File: config.mk
export PLATFORM = sky130hd
export DESIGN_NAME = remote_session_responder
export DESIGN_NICKNAME = d
export VERILOG_FILES = /design/src/shared/remote_session_pkg.sv /design/src/rtl/remote_session_responder.sv
export SDC_FILE = /design/constraint.sdc
export NUM_CORES = 1
export LEC_CHECK = 0
export BUFFER_PORTS_ARGS = -buffer_cell sky130_fd_sc_hd__buf_2
export CORE_UTILIZATION = 35
export DETAILED_ROUTE_END_ITERATION = 7
export SLEW_MARGIN = 20
export SYNTH_ARGS = -nofsm -noshare
export SYNTH_HDL_FRONTEND = slang
export SYNTH_SLANG_ARGS = --single-unit
File: constraint.sdc
create_clock -name ref_clk -period 12.37 [get_ports ref_clk]
set_clock_uncertainty 0.05 [all_clocks]
set_input_delay 3.0925 -clock ref_clk [delete_from_list [all_inputs] [get_ports ref_clk]]
set_output_delay 3.0925 -clock ref_clk [all_outputs]
set_load 0.02 [all_outputs]
File: src/shared/remote_session_pkg.sv
package remote_session_pkg;
  localparam int CLK_HZ = 50_000_000;
  // Reply codes
  localparam logic [7:0] NEGATIVE_REPLY = 8'h00;
  localparam logic [7:0] FINAL_ACKNOWLEDGE = 8'h01;
  localparam logic [7:0] INTERIM_ACKNOWLEDGE = 8'h02;
  // Reason codes
  localparam logic [7:0] REASON_NOT_OPEN = 8'h01;
  localparam logic [7:0] REASON_BAD_SECRET = 8'h02;
  localparam logic [7:0] REASON_UNKNOWN_OPCODE = 8'h03;
  localparam logic [7:0] REASON_BAD_ITEM = 8'h04;
  localparam logic [7:0] REASON_BAD_INDEX = 8'h05;
  localparam logic [7:0] REASON_TYPE_MISMATCH = 8'h06;
  localparam logic [7:0] REASON_BAD_LENGTH = 8'h07;
  localparam logic [7:0] REASON_BAD_VALUE = 8'h08;
  localparam logic [7:0] REASON_WRITE_PROTECTED = 8'h09;
  localparam logic [7:0] REASON_UNIMPLEMENTED = 8'h0a;
  localparam logic [7:0] REASON_OUT_OF_ORDER = 8'h0b;
  localparam logic [7:0] REASON_NO_SPACE = 8'h0c;
  localparam logic [7:0] REASON_NVM_FAULT = 8'h0d;
  localparam logic [7:0] REASON_NONE = 8'h00;
  // Commands handled here
  localparam logic [7:0] OPEN_LINK_COMMAND = 8'h10;
  localparam logic [7:0] CLOSE_LINK_COMMAND = 8'h11;
  localparam logic [7:0] PROTOCOL_VERSION = 8'h00;
  localparam logic [7:0] RATE_CODE_MAX = 8'h02;
  localparam logic [15:0] OPEN_FIXED_BYTES = 16'h0003;
  localparam logic [15:0] REASON_BYTES = 16'h0001;
  localparam int SECRET_LEN = 4;
  // Set commands 0x21, 0x23, 0x25, 0x27 need an unrestricted session
  localparam logic [255:0] PROTECT_MASK = 256'h000000aa_00000000;
  // Line rates
  localparam logic [1:0] RATE_9600 = 2'h0;
  localparam logic [1:0] RATE_19200 = 2'h1;
  localparam logic [1:0] RATE_28800 = 2'h2;
  localparam int BAUD_LOW = 9600;
  localparam int BAUD_MID = 19200;
  localparam int BAUD_HIGH = 28800;
  localparam int DIV_LOW = CLK_HZ / BAUD_LOW;
  localparam int DIV_MID = CLK_HZ / BAUD_MID;
  localparam int DIV_HIGH = CLK_HZ / BAUD_HIGH;
  // Test interim spacing: ten per second at most
  localparam int INTERIM_GAP_MS = 100;
  localparam int INTERIM_GAP_CYCLES = (CLK_HZ / 1000) * INTERIM_GAP_MS;
  // APB map
  localparam logic [11:0] CTRL_OFFSET = 12'h000;
  localparam logic [11:0] SECRET_OFFSET = 12'h004;
  localparam logic [11:0] STATUS_OFFSET = 12'h008;
  localparam logic [11:0] LAST_OFFSET = 12'h00c;
  localparam int CTRL_REMOTE_BIT = 0;
  localparam int CTRL_SECRET_SET_BIT = 1;
  localparam logic [31:0] CTRL_WRITE_MASK = 32'h00000003;
  localparam logic [31:0] CTRL_RESET = 32'h00000000;
  localparam logic [31:0] SECRET_RESET = 32'h00000000;
  localparam int STATUS_OPEN_BIT = 0;
  localparam int STATUS_RESTRICTED_BIT = 1;
  localparam int STATUS_RATE_LSB = 2;
  localparam int STATUS_BUSY_BIT = 4;
  localparam int LAST_VALID_BIT = 24;

  typedef enum logic [1:0] {
    ST_IDLE = 2'b00,
    ST_EXEC = 2'b01,
    ST_SEND = 2'b11
  } state_e;

  typedef struct packed {
    logic [7:0] seq;
    logic [7:0] code;
    logic [7:0] item;
    logic [7:0] index;
    logic [15:0] size;
  } cmd_s;

  typedef struct packed {
    logic [7:0] version;
    logic [7:0] rate;
    logic [7:0] key;
  } open_s;

  typedef struct packed {
    logic [7:0] seq;
    logic [7:0] code;
    logic [15:0] size;
    logic [7:0] data;
  } rsp_s;

  typedef struct packed {
    logic [7:0] code;
    logic [15:0] size;
    logic [7:0] data;
    logic nvm;
    logic test;
  } exec_s;
endpackage

File: src/rtl/remote_session_responder.sv
// Our own choices: the register addresses and register access over APB.
`timescale 1ns/100ps
module remote_session_responder #(
  parameter int SecretLen = remote_session_pkg::SECRET_LEN,
  parameter logic [255:0] ProtectMask = remote_session_pkg::PROTECT_MASK,
  parameter int DivLow = remote_session_pkg::DIV_LOW,
  parameter int DivMid = remote_session_pkg::DIV_MID,
  parameter int DivHigh = remote_session_pkg::DIV_HIGH,
  parameter int GapCycles = remote_session_pkg::INTERIM_GAP_CYCLES
) (
  // Clock and reset
  input wire logic ref_clk,
  input wire logic reset_n,
  // APB slave
  input wire logic psel,
  input wire logic penable,
  input wire logic pwrite,
  input wire logic [11:0] paddr,
  input wire logic [31:0] pwdata,
  output logic [31:0] prdata,
  output logic pready,
  output logic pslverr,
  // Decoded commands from the frame parser
  input wire logic cmdValid,
  input wire remote_session_pkg::cmd_s cmdIn,
  input wire remote_session_pkg::open_s openIn,
  input wire logic [8*SecretLen-1:0] secretIn,
  output logic cmdReady,
  // Replies to the frame builder
  output logic rspValid,
  output remote_session_pkg::rsp_s rspOut,
  input wire logic rspReady,
  // Command executor
  output logic execStart,
  output remote_session_pkg::cmd_s execCmd,
  input wire logic execValid,
  input wire remote_session_pkg::exec_s execIn,
  output logic execReady,
  // Line rate and session status
  output logic [1:0] rateCode,
  output logic baudTick,
  output logic sessionOpen,
  output logic sessionRestricted
);
  typedef struct packed {
    remote_session_pkg::state_e state;
    remote_session_pkg::state_e after;
    logic rdy;
    logic execGo;
    logic execRdy;
    logic rspValid;
    remote_session_pkg::cmd_s cur;
    remote_session_pkg::rsp_s out;
    remote_session_pkg::rsp_s last;
    logic lastValid;
    logic open;
    logic restricted;
    logic [1:0] rate;
    logic [1:0] pendRate;
    logic rateChange;
    logic nvmInterim;
    logic [22:0] gap;
    logic [12:0] div;
    logic tick;
    logic remotePrev;
    logic [31:0] ctrl;
    logic [31:0] secret;
    logic [31:0] prdata;
    logic pready;
    logic pslverr;
  } st_s;

  st_s st;
  st_s n;
  logic [1:0] rstPipe;
  logic rstSync;
  logic take;
  logic replayHit;
  logic secretSet;
  logic keyZero;
  logic [SecretLen-1:0] byteMatch;
  logic secretMatch;
  logic [7:0] openReason;
  logic [7:0] closeReason;

  // Reset release through two flops; assertion is immediate
  always_ff @(posedge ref_clk or negedge reset_n) begin
    if (!reset_n) begin
      rstPipe <= 2'b00;
    end else begin
      rstPipe <= {rstPipe[0], 1'b1};
    end
  end
  assign rstSync = rstPipe[1];

  // Unscramble per byte; a plain key XOR stands in for the table scheme
  genvar gi;
  generate
    for (gi = 0; gi < SecretLen; gi++) begin : gSecret
      assign byteMatch[gi] = ((secretIn[8*gi +: 8] ^ openIn.key) == st.secret[8*gi +: 8]);
    end
  endgenerate
  assign secretMatch = &byteMatch;

  // Command intake decisions
  // Parser drops bad frames silently, so only clean commands arrive
  assign take = cmdValid && st.rdy && (st.state == remote_session_pkg::ST_IDLE);
  assign replayHit = st.lastValid && (cmdIn.seq == st.last.seq);
  assign secretSet = st.ctrl[remote_session_pkg::CTRL_SECRET_SET_BIT];
  assign keyZero = (openIn.key == 8'h00);

  // Open-link checks, first failure wins
  always_comb begin
    openReason = remote_session_pkg::REASON_NONE;
    if (cmdIn.item != 8'h00) begin
      openReason = remote_session_pkg::REASON_BAD_ITEM;
    end else if (cmdIn.index != 8'h00) begin
      openReason = remote_session_pkg::REASON_BAD_INDEX;
    end else if (cmdIn.size != remote_session_pkg::OPEN_FIXED_BYTES + 16'(SecretLen)) begin
      openReason = remote_session_pkg::REASON_BAD_LENGTH;
    end else if (openIn.version != remote_session_pkg::PROTOCOL_VERSION) begin
      openReason = remote_session_pkg::REASON_BAD_VALUE;
    end else if (openIn.rate > remote_session_pkg::RATE_CODE_MAX) begin
      openReason = remote_session_pkg::REASON_BAD_VALUE;
    end else if (secretSet && !keyZero && !secretMatch) begin
      openReason = remote_session_pkg::REASON_BAD_SECRET;
    end
  end

  // Close-link checks
  always_comb begin
    closeReason = remote_session_pkg::REASON_NONE;
    if (cmdIn.item != 8'h00) begin
      closeReason = remote_session_pkg::REASON_BAD_ITEM;
    end else if (cmdIn.index != 8'h00) begin
      closeReason = remote_session_pkg::REASON_BAD_INDEX;
    end else if (cmdIn.size != 16'h0000) begin
      closeReason = remote_session_pkg::REASON_BAD_LENGTH;
    end
  end

  function automatic logic [12:0] divFor(input logic [1:0] rate);
    logic [12:0] d;
    case (rate)
      remote_session_pkg::RATE_19200: d = 13'(DivMid - 1);
      remote_session_pkg::RATE_28800: d = 13'(DivHigh - 1);
      default: d = 13'(DivLow - 1);
    endcase
    return d;
  endfunction

  function automatic remote_session_pkg::rsp_s negReply(input logic [7:0] seq,
                                                        input logic [7:0] reason);
    remote_session_pkg::rsp_s r;
    r.seq = seq;
    r.code = remote_session_pkg::NEGATIVE_REPLY;
    r.size = remote_session_pkg::REASON_BYTES;
    r.data = reason;
    return r;
  endfunction

  // Next-state logic for the whole block
  always_comb begin
    n = st;
    n.execGo = 1'b0;
    n.tick = 1'b0;
    n.pready = 1'b0;
    n.pslverr = 1'b0;
    // APB: one wait state, answer registered
    if (psel && penable && !st.pready) begin
      n.pready = 1'b1;
      n.prdata = 32'h00000000;
      case (paddr)
        remote_session_pkg::CTRL_OFFSET: begin
          n.prdata = st.ctrl;
          if (pwrite) begin
            n.ctrl = pwdata & remote_session_pkg::CTRL_WRITE_MASK;
          end
        end
        remote_session_pkg::SECRET_OFFSET: begin
          n.prdata = st.secret;
          if (pwrite) begin
            n.secret = pwdata;
          end
        end
        remote_session_pkg::STATUS_OFFSET: begin
          n.prdata[remote_session_pkg::STATUS_OPEN_BIT] = st.open;
          n.prdata[remote_session_pkg::STATUS_RESTRICTED_BIT] = st.restricted;
          n.prdata[remote_session_pkg::STATUS_RATE_LSB +: 2] = st.rate;
          n.prdata[remote_session_pkg::STATUS_BUSY_BIT] =
            (st.state != remote_session_pkg::ST_IDLE);
        end
        remote_session_pkg::LAST_OFFSET: begin
          n.prdata[23:0] = {st.last.seq, st.last.code, st.last.data};
          n.prdata[remote_session_pkg::LAST_VALID_BIT] = st.lastValid;
        end
        default: begin
          n.pslverr = 1'b1;
        end
      endcase
    end
    // Bit-rate divider follows the live rate only
    if (st.div == 13'h0000) begin
      n.tick = 1'b1;
      n.div = divFor(st.rate);
    end else begin
      n.div = st.div - 13'h0001;
    end
    if (st.gap != 23'h000000) begin
      n.gap = st.gap - 23'h000001;
    end
    // Entering remote mode starts clean at the low rate
    n.remotePrev = st.ctrl[remote_session_pkg::CTRL_REMOTE_BIT];
    if (st.ctrl[remote_session_pkg::CTRL_REMOTE_BIT] && !st.remotePrev) begin
      n.rate = remote_session_pkg::RATE_9600;
      n.open = 1'b0;
      n.restricted = 1'b0;
      n.lastValid = 1'b0;
    end
    case (st.state)
      remote_session_pkg::ST_IDLE: begin
        if (take) begin
          n.cur = cmdIn;
          n.state = remote_session_pkg::ST_SEND;
          n.after = remote_session_pkg::ST_IDLE;
          n.rspValid = 1'b1;
          n.rateChange = 1'b0;
          n.out = negReply(cmdIn.seq, remote_session_pkg::REASON_NOT_OPEN);
          if (replayHit) begin
            n.out = st.last;
          end else if (cmdIn.code == remote_session_pkg::OPEN_LINK_COMMAND) begin
            if (openReason != remote_session_pkg::REASON_NONE) begin
              n.out = negReply(cmdIn.seq, openReason);
            end else begin
              n.out = '{cmdIn.seq, remote_session_pkg::FINAL_ACKNOWLEDGE, 16'h0000, 8'h00};
              n.open = 1'b1;
              n.restricted = secretSet && keyZero;
              n.pendRate = openIn.rate[1:0];
              n.rateChange = 1'b1;
            end
          end else if (!st.open) begin
            n.out = negReply(cmdIn.seq, remote_session_pkg::REASON_NOT_OPEN);
          end else if (cmdIn.code == remote_session_pkg::CLOSE_LINK_COMMAND) begin
            if (closeReason != remote_session_pkg::REASON_NONE) begin
              n.out = negReply(cmdIn.seq, closeReason);
            end else begin
              n.out = '{cmdIn.seq, remote_session_pkg::FINAL_ACKNOWLEDGE, 16'h0000, 8'h00};
              n.open = 1'b0;
              n.restricted = 1'b0;
              n.pendRate = remote_session_pkg::RATE_9600;
              n.rateChange = 1'b1;
            end
          end else if (st.restricted && ProtectMask[cmdIn.code]) begin
            n.out = negReply(cmdIn.seq, remote_session_pkg::REASON_BAD_SECRET);
          end else begin
            // Everything else goes to the executor, which picks its own reasons
            n.rspValid = 1'b0;
            n.state = remote_session_pkg::ST_EXEC;
            n.execGo = 1'b1;
            n.nvmInterim = 1'b0;
          end
        end
      end
      remote_session_pkg::ST_EXEC: begin
        if (execValid && st.execRdy) begin
          if (execIn.nvm && (execIn.code == remote_session_pkg::INTERIM_ACKNOWLEDGE) &&
              st.nvmInterim) begin
            n.state = remote_session_pkg::ST_EXEC; // Extra interim swallowed
          end else begin
            n.out = '{st.cur.seq, execIn.code, execIn.size, execIn.data};
            if (execIn.code == remote_session_pkg::NEGATIVE_REPLY) begin
              n.out.size = remote_session_pkg::REASON_BYTES;
            end
            n.rspValid = 1'b1;
            n.state = remote_session_pkg::ST_SEND;
            n.after = remote_session_pkg::ST_IDLE;
            if (execIn.code == remote_session_pkg::INTERIM_ACKNOWLEDGE) begin
              n.after = remote_session_pkg::ST_EXEC; // Exchange not over yet
              if (execIn.nvm) begin
                n.out.size = 16'h0000;
                n.nvmInterim = 1'b1;
              end
              if (execIn.test) begin
                n.gap = 23'(GapCycles);
              end
            end
          end
        end
      end
      remote_session_pkg::ST_SEND: begin
        if (rspReady) begin
          n.rspValid = 1'b0;
          n.state = st.after;
          n.last = st.out;
          n.lastValid = 1'b1;
          if (st.rateChange) begin
            n.rate = st.pendRate; // Only after the reply left
            n.rateChange = 1'b0;
          end
        end
      end
      default: begin
        n.state = remote_session_pkg::ST_IDLE;
      end
    endcase
    n.rdy = (n.state == remote_session_pkg::ST_IDLE) &&
            n.ctrl[remote_session_pkg::CTRL_REMOTE_BIT] && !n.execGo;
    // Stalls finals too while the test gap runs; at most 100 ms late
    n.execRdy = (n.state == remote_session_pkg::ST_EXEC) && !n.execGo && (n.gap == 23'h000000);
  end

  // All state but the reset synchronizer in one register
  always_ff @(posedge ref_clk or negedge rstSync) begin
    if (!rstSync) begin
      st <= '0;
    end else begin
      st <= n;
    end
  end

  // Outputs straight from the state register
  assign prdata = st.prdata;
  assign pready = st.pready;
  assign pslverr = st.pslverr;
  assign cmdReady = st.rdy;
  assign rspValid = st.rspValid;
  assign rspOut = st.out;
  assign execStart = st.execGo;
  assign execCmd = st.cur;
  assign execReady = st.execRdy;
  assign rateCode = st.rate;
  assign baudTick = st.tick;
  assign sessionOpen = st.open;
  assign sessionRestricted = st.restricted;
endmodule

-- Yosys cells after proc, flatten, opt, wreduce, memory -nomap -nowiden
Memory sizes are Yosys's and may differ from the RTL's.
Cells that the tools add are included.
W data, S select, Z words.
- flip-flop bits (word level): 253
- bits in read-only memories: 256
- bits of input ports: 190
- output and inout port bits: 131
- logic and storage cells: 228
- memories: 1
- $add $sub $neg: 2
- order comparisons: 2
- eq/ne operators: 30
- muxes and demuxes: 98
- bitwise gates (word level): 5
- reductions and logical operators: 53
- memories (memory ; words ; bits a word ; read ports ; clocked after memory_dff ; wr ports ; line ; source):
    (name not given) ; 256 ; 1 ; 1 ; 0 ; 0 ; remote_session_responder.sv:253 ; end else if (st.restricted && ProtectMask[cmdIn.code]) begin
- operator list (cell ; count):
    $mux W25 ; 5
    $mux W40 ; 3
    $mux W89 ; 1
    $pmux W40 S2 ; 1
    $mux W24 ; 3
    $mux W23 ; 3
    $mux W67 ; 1
    $mux W32 ; 2
    $mux W16 ; 3
    $mux W2 ; 23
    $eq A8 B8 Y1 ; 5
    $pmux W20 S2 ; 1
    $reduce_bool A8 Y1 ; 5
    $mux W4 ; 8
    $xor A8 B8 Y8 ; 4
    $mux W1 ; 27
    $ne A2 B2 Y1 const B ; 13
    $pmux W13 S2 ; 1
    $eq A12 B4 Y1 const B ; 2
    $logic_not A23 Y1 ; 1
    $reduce_bool A23 Y1 ; 1
    $sub A23 B1 Y23 const B ; 1
    $mux W3 ; 7
    $pmux W5 S4 ; 1
    other kinds (33) ; 68

-- Logic depth before layout (Yosys ltp)
- depth in word-level cells: 17
- depth in mapped cells: 10
- depth with buffers taken out: 9

-- Worst setup path before layout
No wires, ideal clock.
- path kind: in2reg
- from: input paddr[7]
- to: register st[36] (netlist name)
- setup time: 0.128 ns
- arrival time: 4.902 ns
- data required time: 12.192 ns
- setup slack: 7.290 ns
- stages: 6
- buffers on the path: 1
- cell sequence: nor4_1 -> nand3_1 -> nor3b_2 -> nand3_1 -> buf_2 -> mux2_1
- longest elaborated chain between the ends: 2
- ends and longest elaborated chain (item ; line ; source):
    from (decl) ; remote_session_responder.sv:18 ; input wire logic [11:0] paddr,
    $eq A12 B3 Y1 ; remote_session_responder.sv:173 ; case (paddr)
    $reduce_and A3 Y1 (no line) ; n/a ;
    to (signal assigned) ; remote_session_responder.sv:317 ; st <= n;
    to (decl) ; remote_session_responder.sv:73 ; st_s st;
Every way passes these cells.
A chain may end at the register's enable or synchronous reset.

-- Final worst setup path
- from: input execIn[30] (netlist name)
- to: register st (netlist bit rspOut[2])
- longest elaborated chain between the ends: 5
- ends and longest elaborated chain (item ; line ; source):
    from (decl) ; remote_session_responder.sv:37 ; input wire remote_session_pkg::exec_s execIn,
    $eq A8 B2 Y1 ; remote_session_responder.sv:266 ; if (execIn.nvm && (execIn.code == remote_session_pkg::INTERIM_ACKNOWLEDGE) &&
    $logic_and A1 B1 Y1 (2 in series) ; remote_session_responder.sv:266 ;
    $ne A2 B2 Y1 (no line) ; n/a ;
    $reduce_and A4 Y1 (no line) ; n/a ;
Every way passes these cells.

==> metrics.txt <==
Final setup viols 0; final hold vios 0; Crit path buffers/inverters 2; layer with the highest usage met2; Post-synth EDFFs 0; Yosys warning count 0; syn_area_per_cell 9.86 sq um; combinational fraction of design power 6.4%; via count 10.1k; CTS tree done; most common cell after layout, fill and taps aside buf_2; register area 0.00631 sq mm; die height 194 um; initial antenna violation count 5; met1 usage 26.9%; Seq cells post-synth 252; dominant synthesized flop cell dfrtp_1; ys async rst share 100%; status complete, no violations; pwr dens 127 mW/mm^2; Slew Viols, Final 0; hold bufs inserted after CTS 0; Clock Power Share 49.5%; Post-Layout Cell Count 1982; Buffers on Ports 320; DR pass1 iterations 5; switching portion of total power 23.2%; grt total ovfl 0; DR vias/cell 5.12; DRT Wirelength 38100 um; syn nets 1505; P&R area growth vs syn 17.4%; clock latency on the worst-skew pair 560 ps; clock root buffer clkbuf_16; Worst path max stage delay 860 ps; first-pass GRT wire length 59400 um; Hold Slack 308 ps; Int Pwr 1480 uW; vias in the first global route 10.2k; Yosys cell types 77; CP Data Required Time 12720 ps; HP Class flop to flop; Place WS 6420 ps; Post-Syn Area 0.0129 sq mm; GR Util All Layers 20.1%; min cycle time layout 5380 ps; number of CTS-inserted buffers 30; routability-driven placement congestion ratio 0.851; Flop pwr share 44.1%; post-CTS sizing 0; critical setup path kind input pin to flop; Antenna Nets Post-Route 0; CTS Sinks 252; Fillers 3556; P_sw 445 uW; Seq/Total Area, Yosys 48.9%; Worst-path clk slew 60 ps; chip width 194 um; Initial Util 35.9%; DP HPWL 28200 um; P_leak 0.00748 uW; GRT met3 Usage 4.24%; cell chain of the critical path buf_2 > or4_1 > nor4_4 > a32o_4 > inv_2 > and3_1 > a21oi_1 > o21ai_1; crit path capture type flop; die footprint 0.0377 sq mm; proportion of layout cells with a drive suffix above 1 30.2%; Crit path arrival time 5730 ps; Final WS setup 6990 ps; setup_tns 0 ps; dpl cells 1923; Power Total 1920 uW; largest net degree at the start of global routing 81; Post-CTS Setup Bufs 0; Clock Tree Buf Depth 3; Ports 321; Slowest-stage cell, CP a32o_4; row count 69; number of DRC markers in iteration 0 586; critical path startpoint category input pin; core area 0.0359 sq mm; area occupied by multi-input gates 0.00542 sq mm; Remaining DRCs 0; fmax 186 MHz; DR WL/cell 19.2 um; Slew headroom 40.0%; max-cap viol count 0; Tcrit/Tclk final 43.5%; post-synthesis cell count 1309; unrepaired setup endpoints after global routing no; highest net fanout along the worst path 80; H-tree levels 1; Peak VDD IR 114 uV; met2 usage 32.7%; nets@finish 1690; Reg2Reg Setup Slack 8990 ps; Worst Tran Pin Value 900 ps; leading cell types in the layout, fill and taps excluded buf_2 (320), nand2_1 (256), dfrtp_1 (251); family with the most delay on the worst path simple AND/OR/NAND/NOR gates
-- sequential cells by signal, indices dropped and copies added (netlist names) --
register	count
st	117
secretSet	1
rateCode	2
pready	1
execCmd	48
execStart	1
sessionRestricted	1
baudTick	1
rspOut	40
rstPipe	2
n	1
prdata	32
pslverr	1
sessionOpen	1
rspValid	1
cmdReady	1
execReady	1
-- cells by family after synthesis --
group                      share of synthesized area, %
AOI/OAI and AO/OA                                  9.99
adders and majority gates                         0.582
muxes                                              7.07
and+or+nand+nor                                    18.9
other                                            0.0291
buffers and inverters                              9.55
DFF                                                48.9
xor gates and xnor gates                           5.08
-- path summary, 6_finish.rpt --
check                           startpoint  cells past startpoint          to
worst min-delay path            rstPipe[0]                      0  rstPipe[1]
worst max register to register  rstPipe[1]                      3      st[57]
min in group asynchronous       rstPipe[1]                      0     st[162]
worst max-delay path            execIn[30]                      8   rspOut[2]
max in group asynchronous       rstPipe[1]                      3      st[57]
worst min register to register  rstPipe[0]                      0  rstPipe[1]
-- worst register-to-register path, delay by kind of cell (launching register included) --
family	cells	cell delay [ps]
flops	1	930
buf+inv	3	2360
-- per-layer routing --
| layer | vias to the layer above | wire [um] |
|---|---|---|
| li1 | 4823 | - |
| met1 | 4905 | 16500 |
| met2 | 359 | 17900 |
| met3 | 56 | 2730 |
| met4 | 4 | 967 |
| met5 | - | 25 |
-- power groups by stage --
stage               clock, uW  combinational (uW)  sequential, uW
floorplan                   0                64.8             868
global placement            0                 123             861
detailed placement          0                 125             862
CTS                       976                 126             847
global route             1010                 136             849
finish                    951                 123             847
-- per-stage QoR --
step,util [%],cell area [sq um]
finish,42.2,15200
global placement,39.2,14100
CTS,42.2,15100
detailed placement,39.2,14100
floorplan,-,12900
global route,42.2,15200
-- synthesized netlist by cell type (9+ instances only) --
cell / count / area, sq um
o21ai_0: 12 / 60.1
nor3_1: 26 / 130
a21oi_1: 28 / 140
dfrtp_1: 252 / 6310
and3_1: 16 / 100
inv_1: 14 / 52.6
or4_1: 9 / 67.6
nand2_1: 256 / 961
mux2_2: 45 / 507
xnor2_1: 38 / 333
nand4_1: 14 / 87.6
nand3_1: 24 / 120
mux2_1: 32 / 360
o21ai_1: 40 / 200
nor4_1: 22 / 138
nor2_1: 88 / 330
buf_2: 10 / 50.1
xor2_1: 35 / 307
clkbuf_1: 41 / 154
buf_4: 124 / 931
a221oi_1: 21 / 184
a22oi_1: 36 / 270
nand2b_1: 9 / 56.3
-- final cells by class --
type | instances | share of cell area, %
sequential | 252 | 41.6
multi-input combinational | 860 | 35.8
timing repair buffer | 334 | 11.3
clock buffer | 42 | 5.72
tap | 461 | 3.81
clock inverter | 14 | 1.37
inverter | 16 | 0.396
antenna | 3 | 0.0495
(Power assumes the default switching activity.)
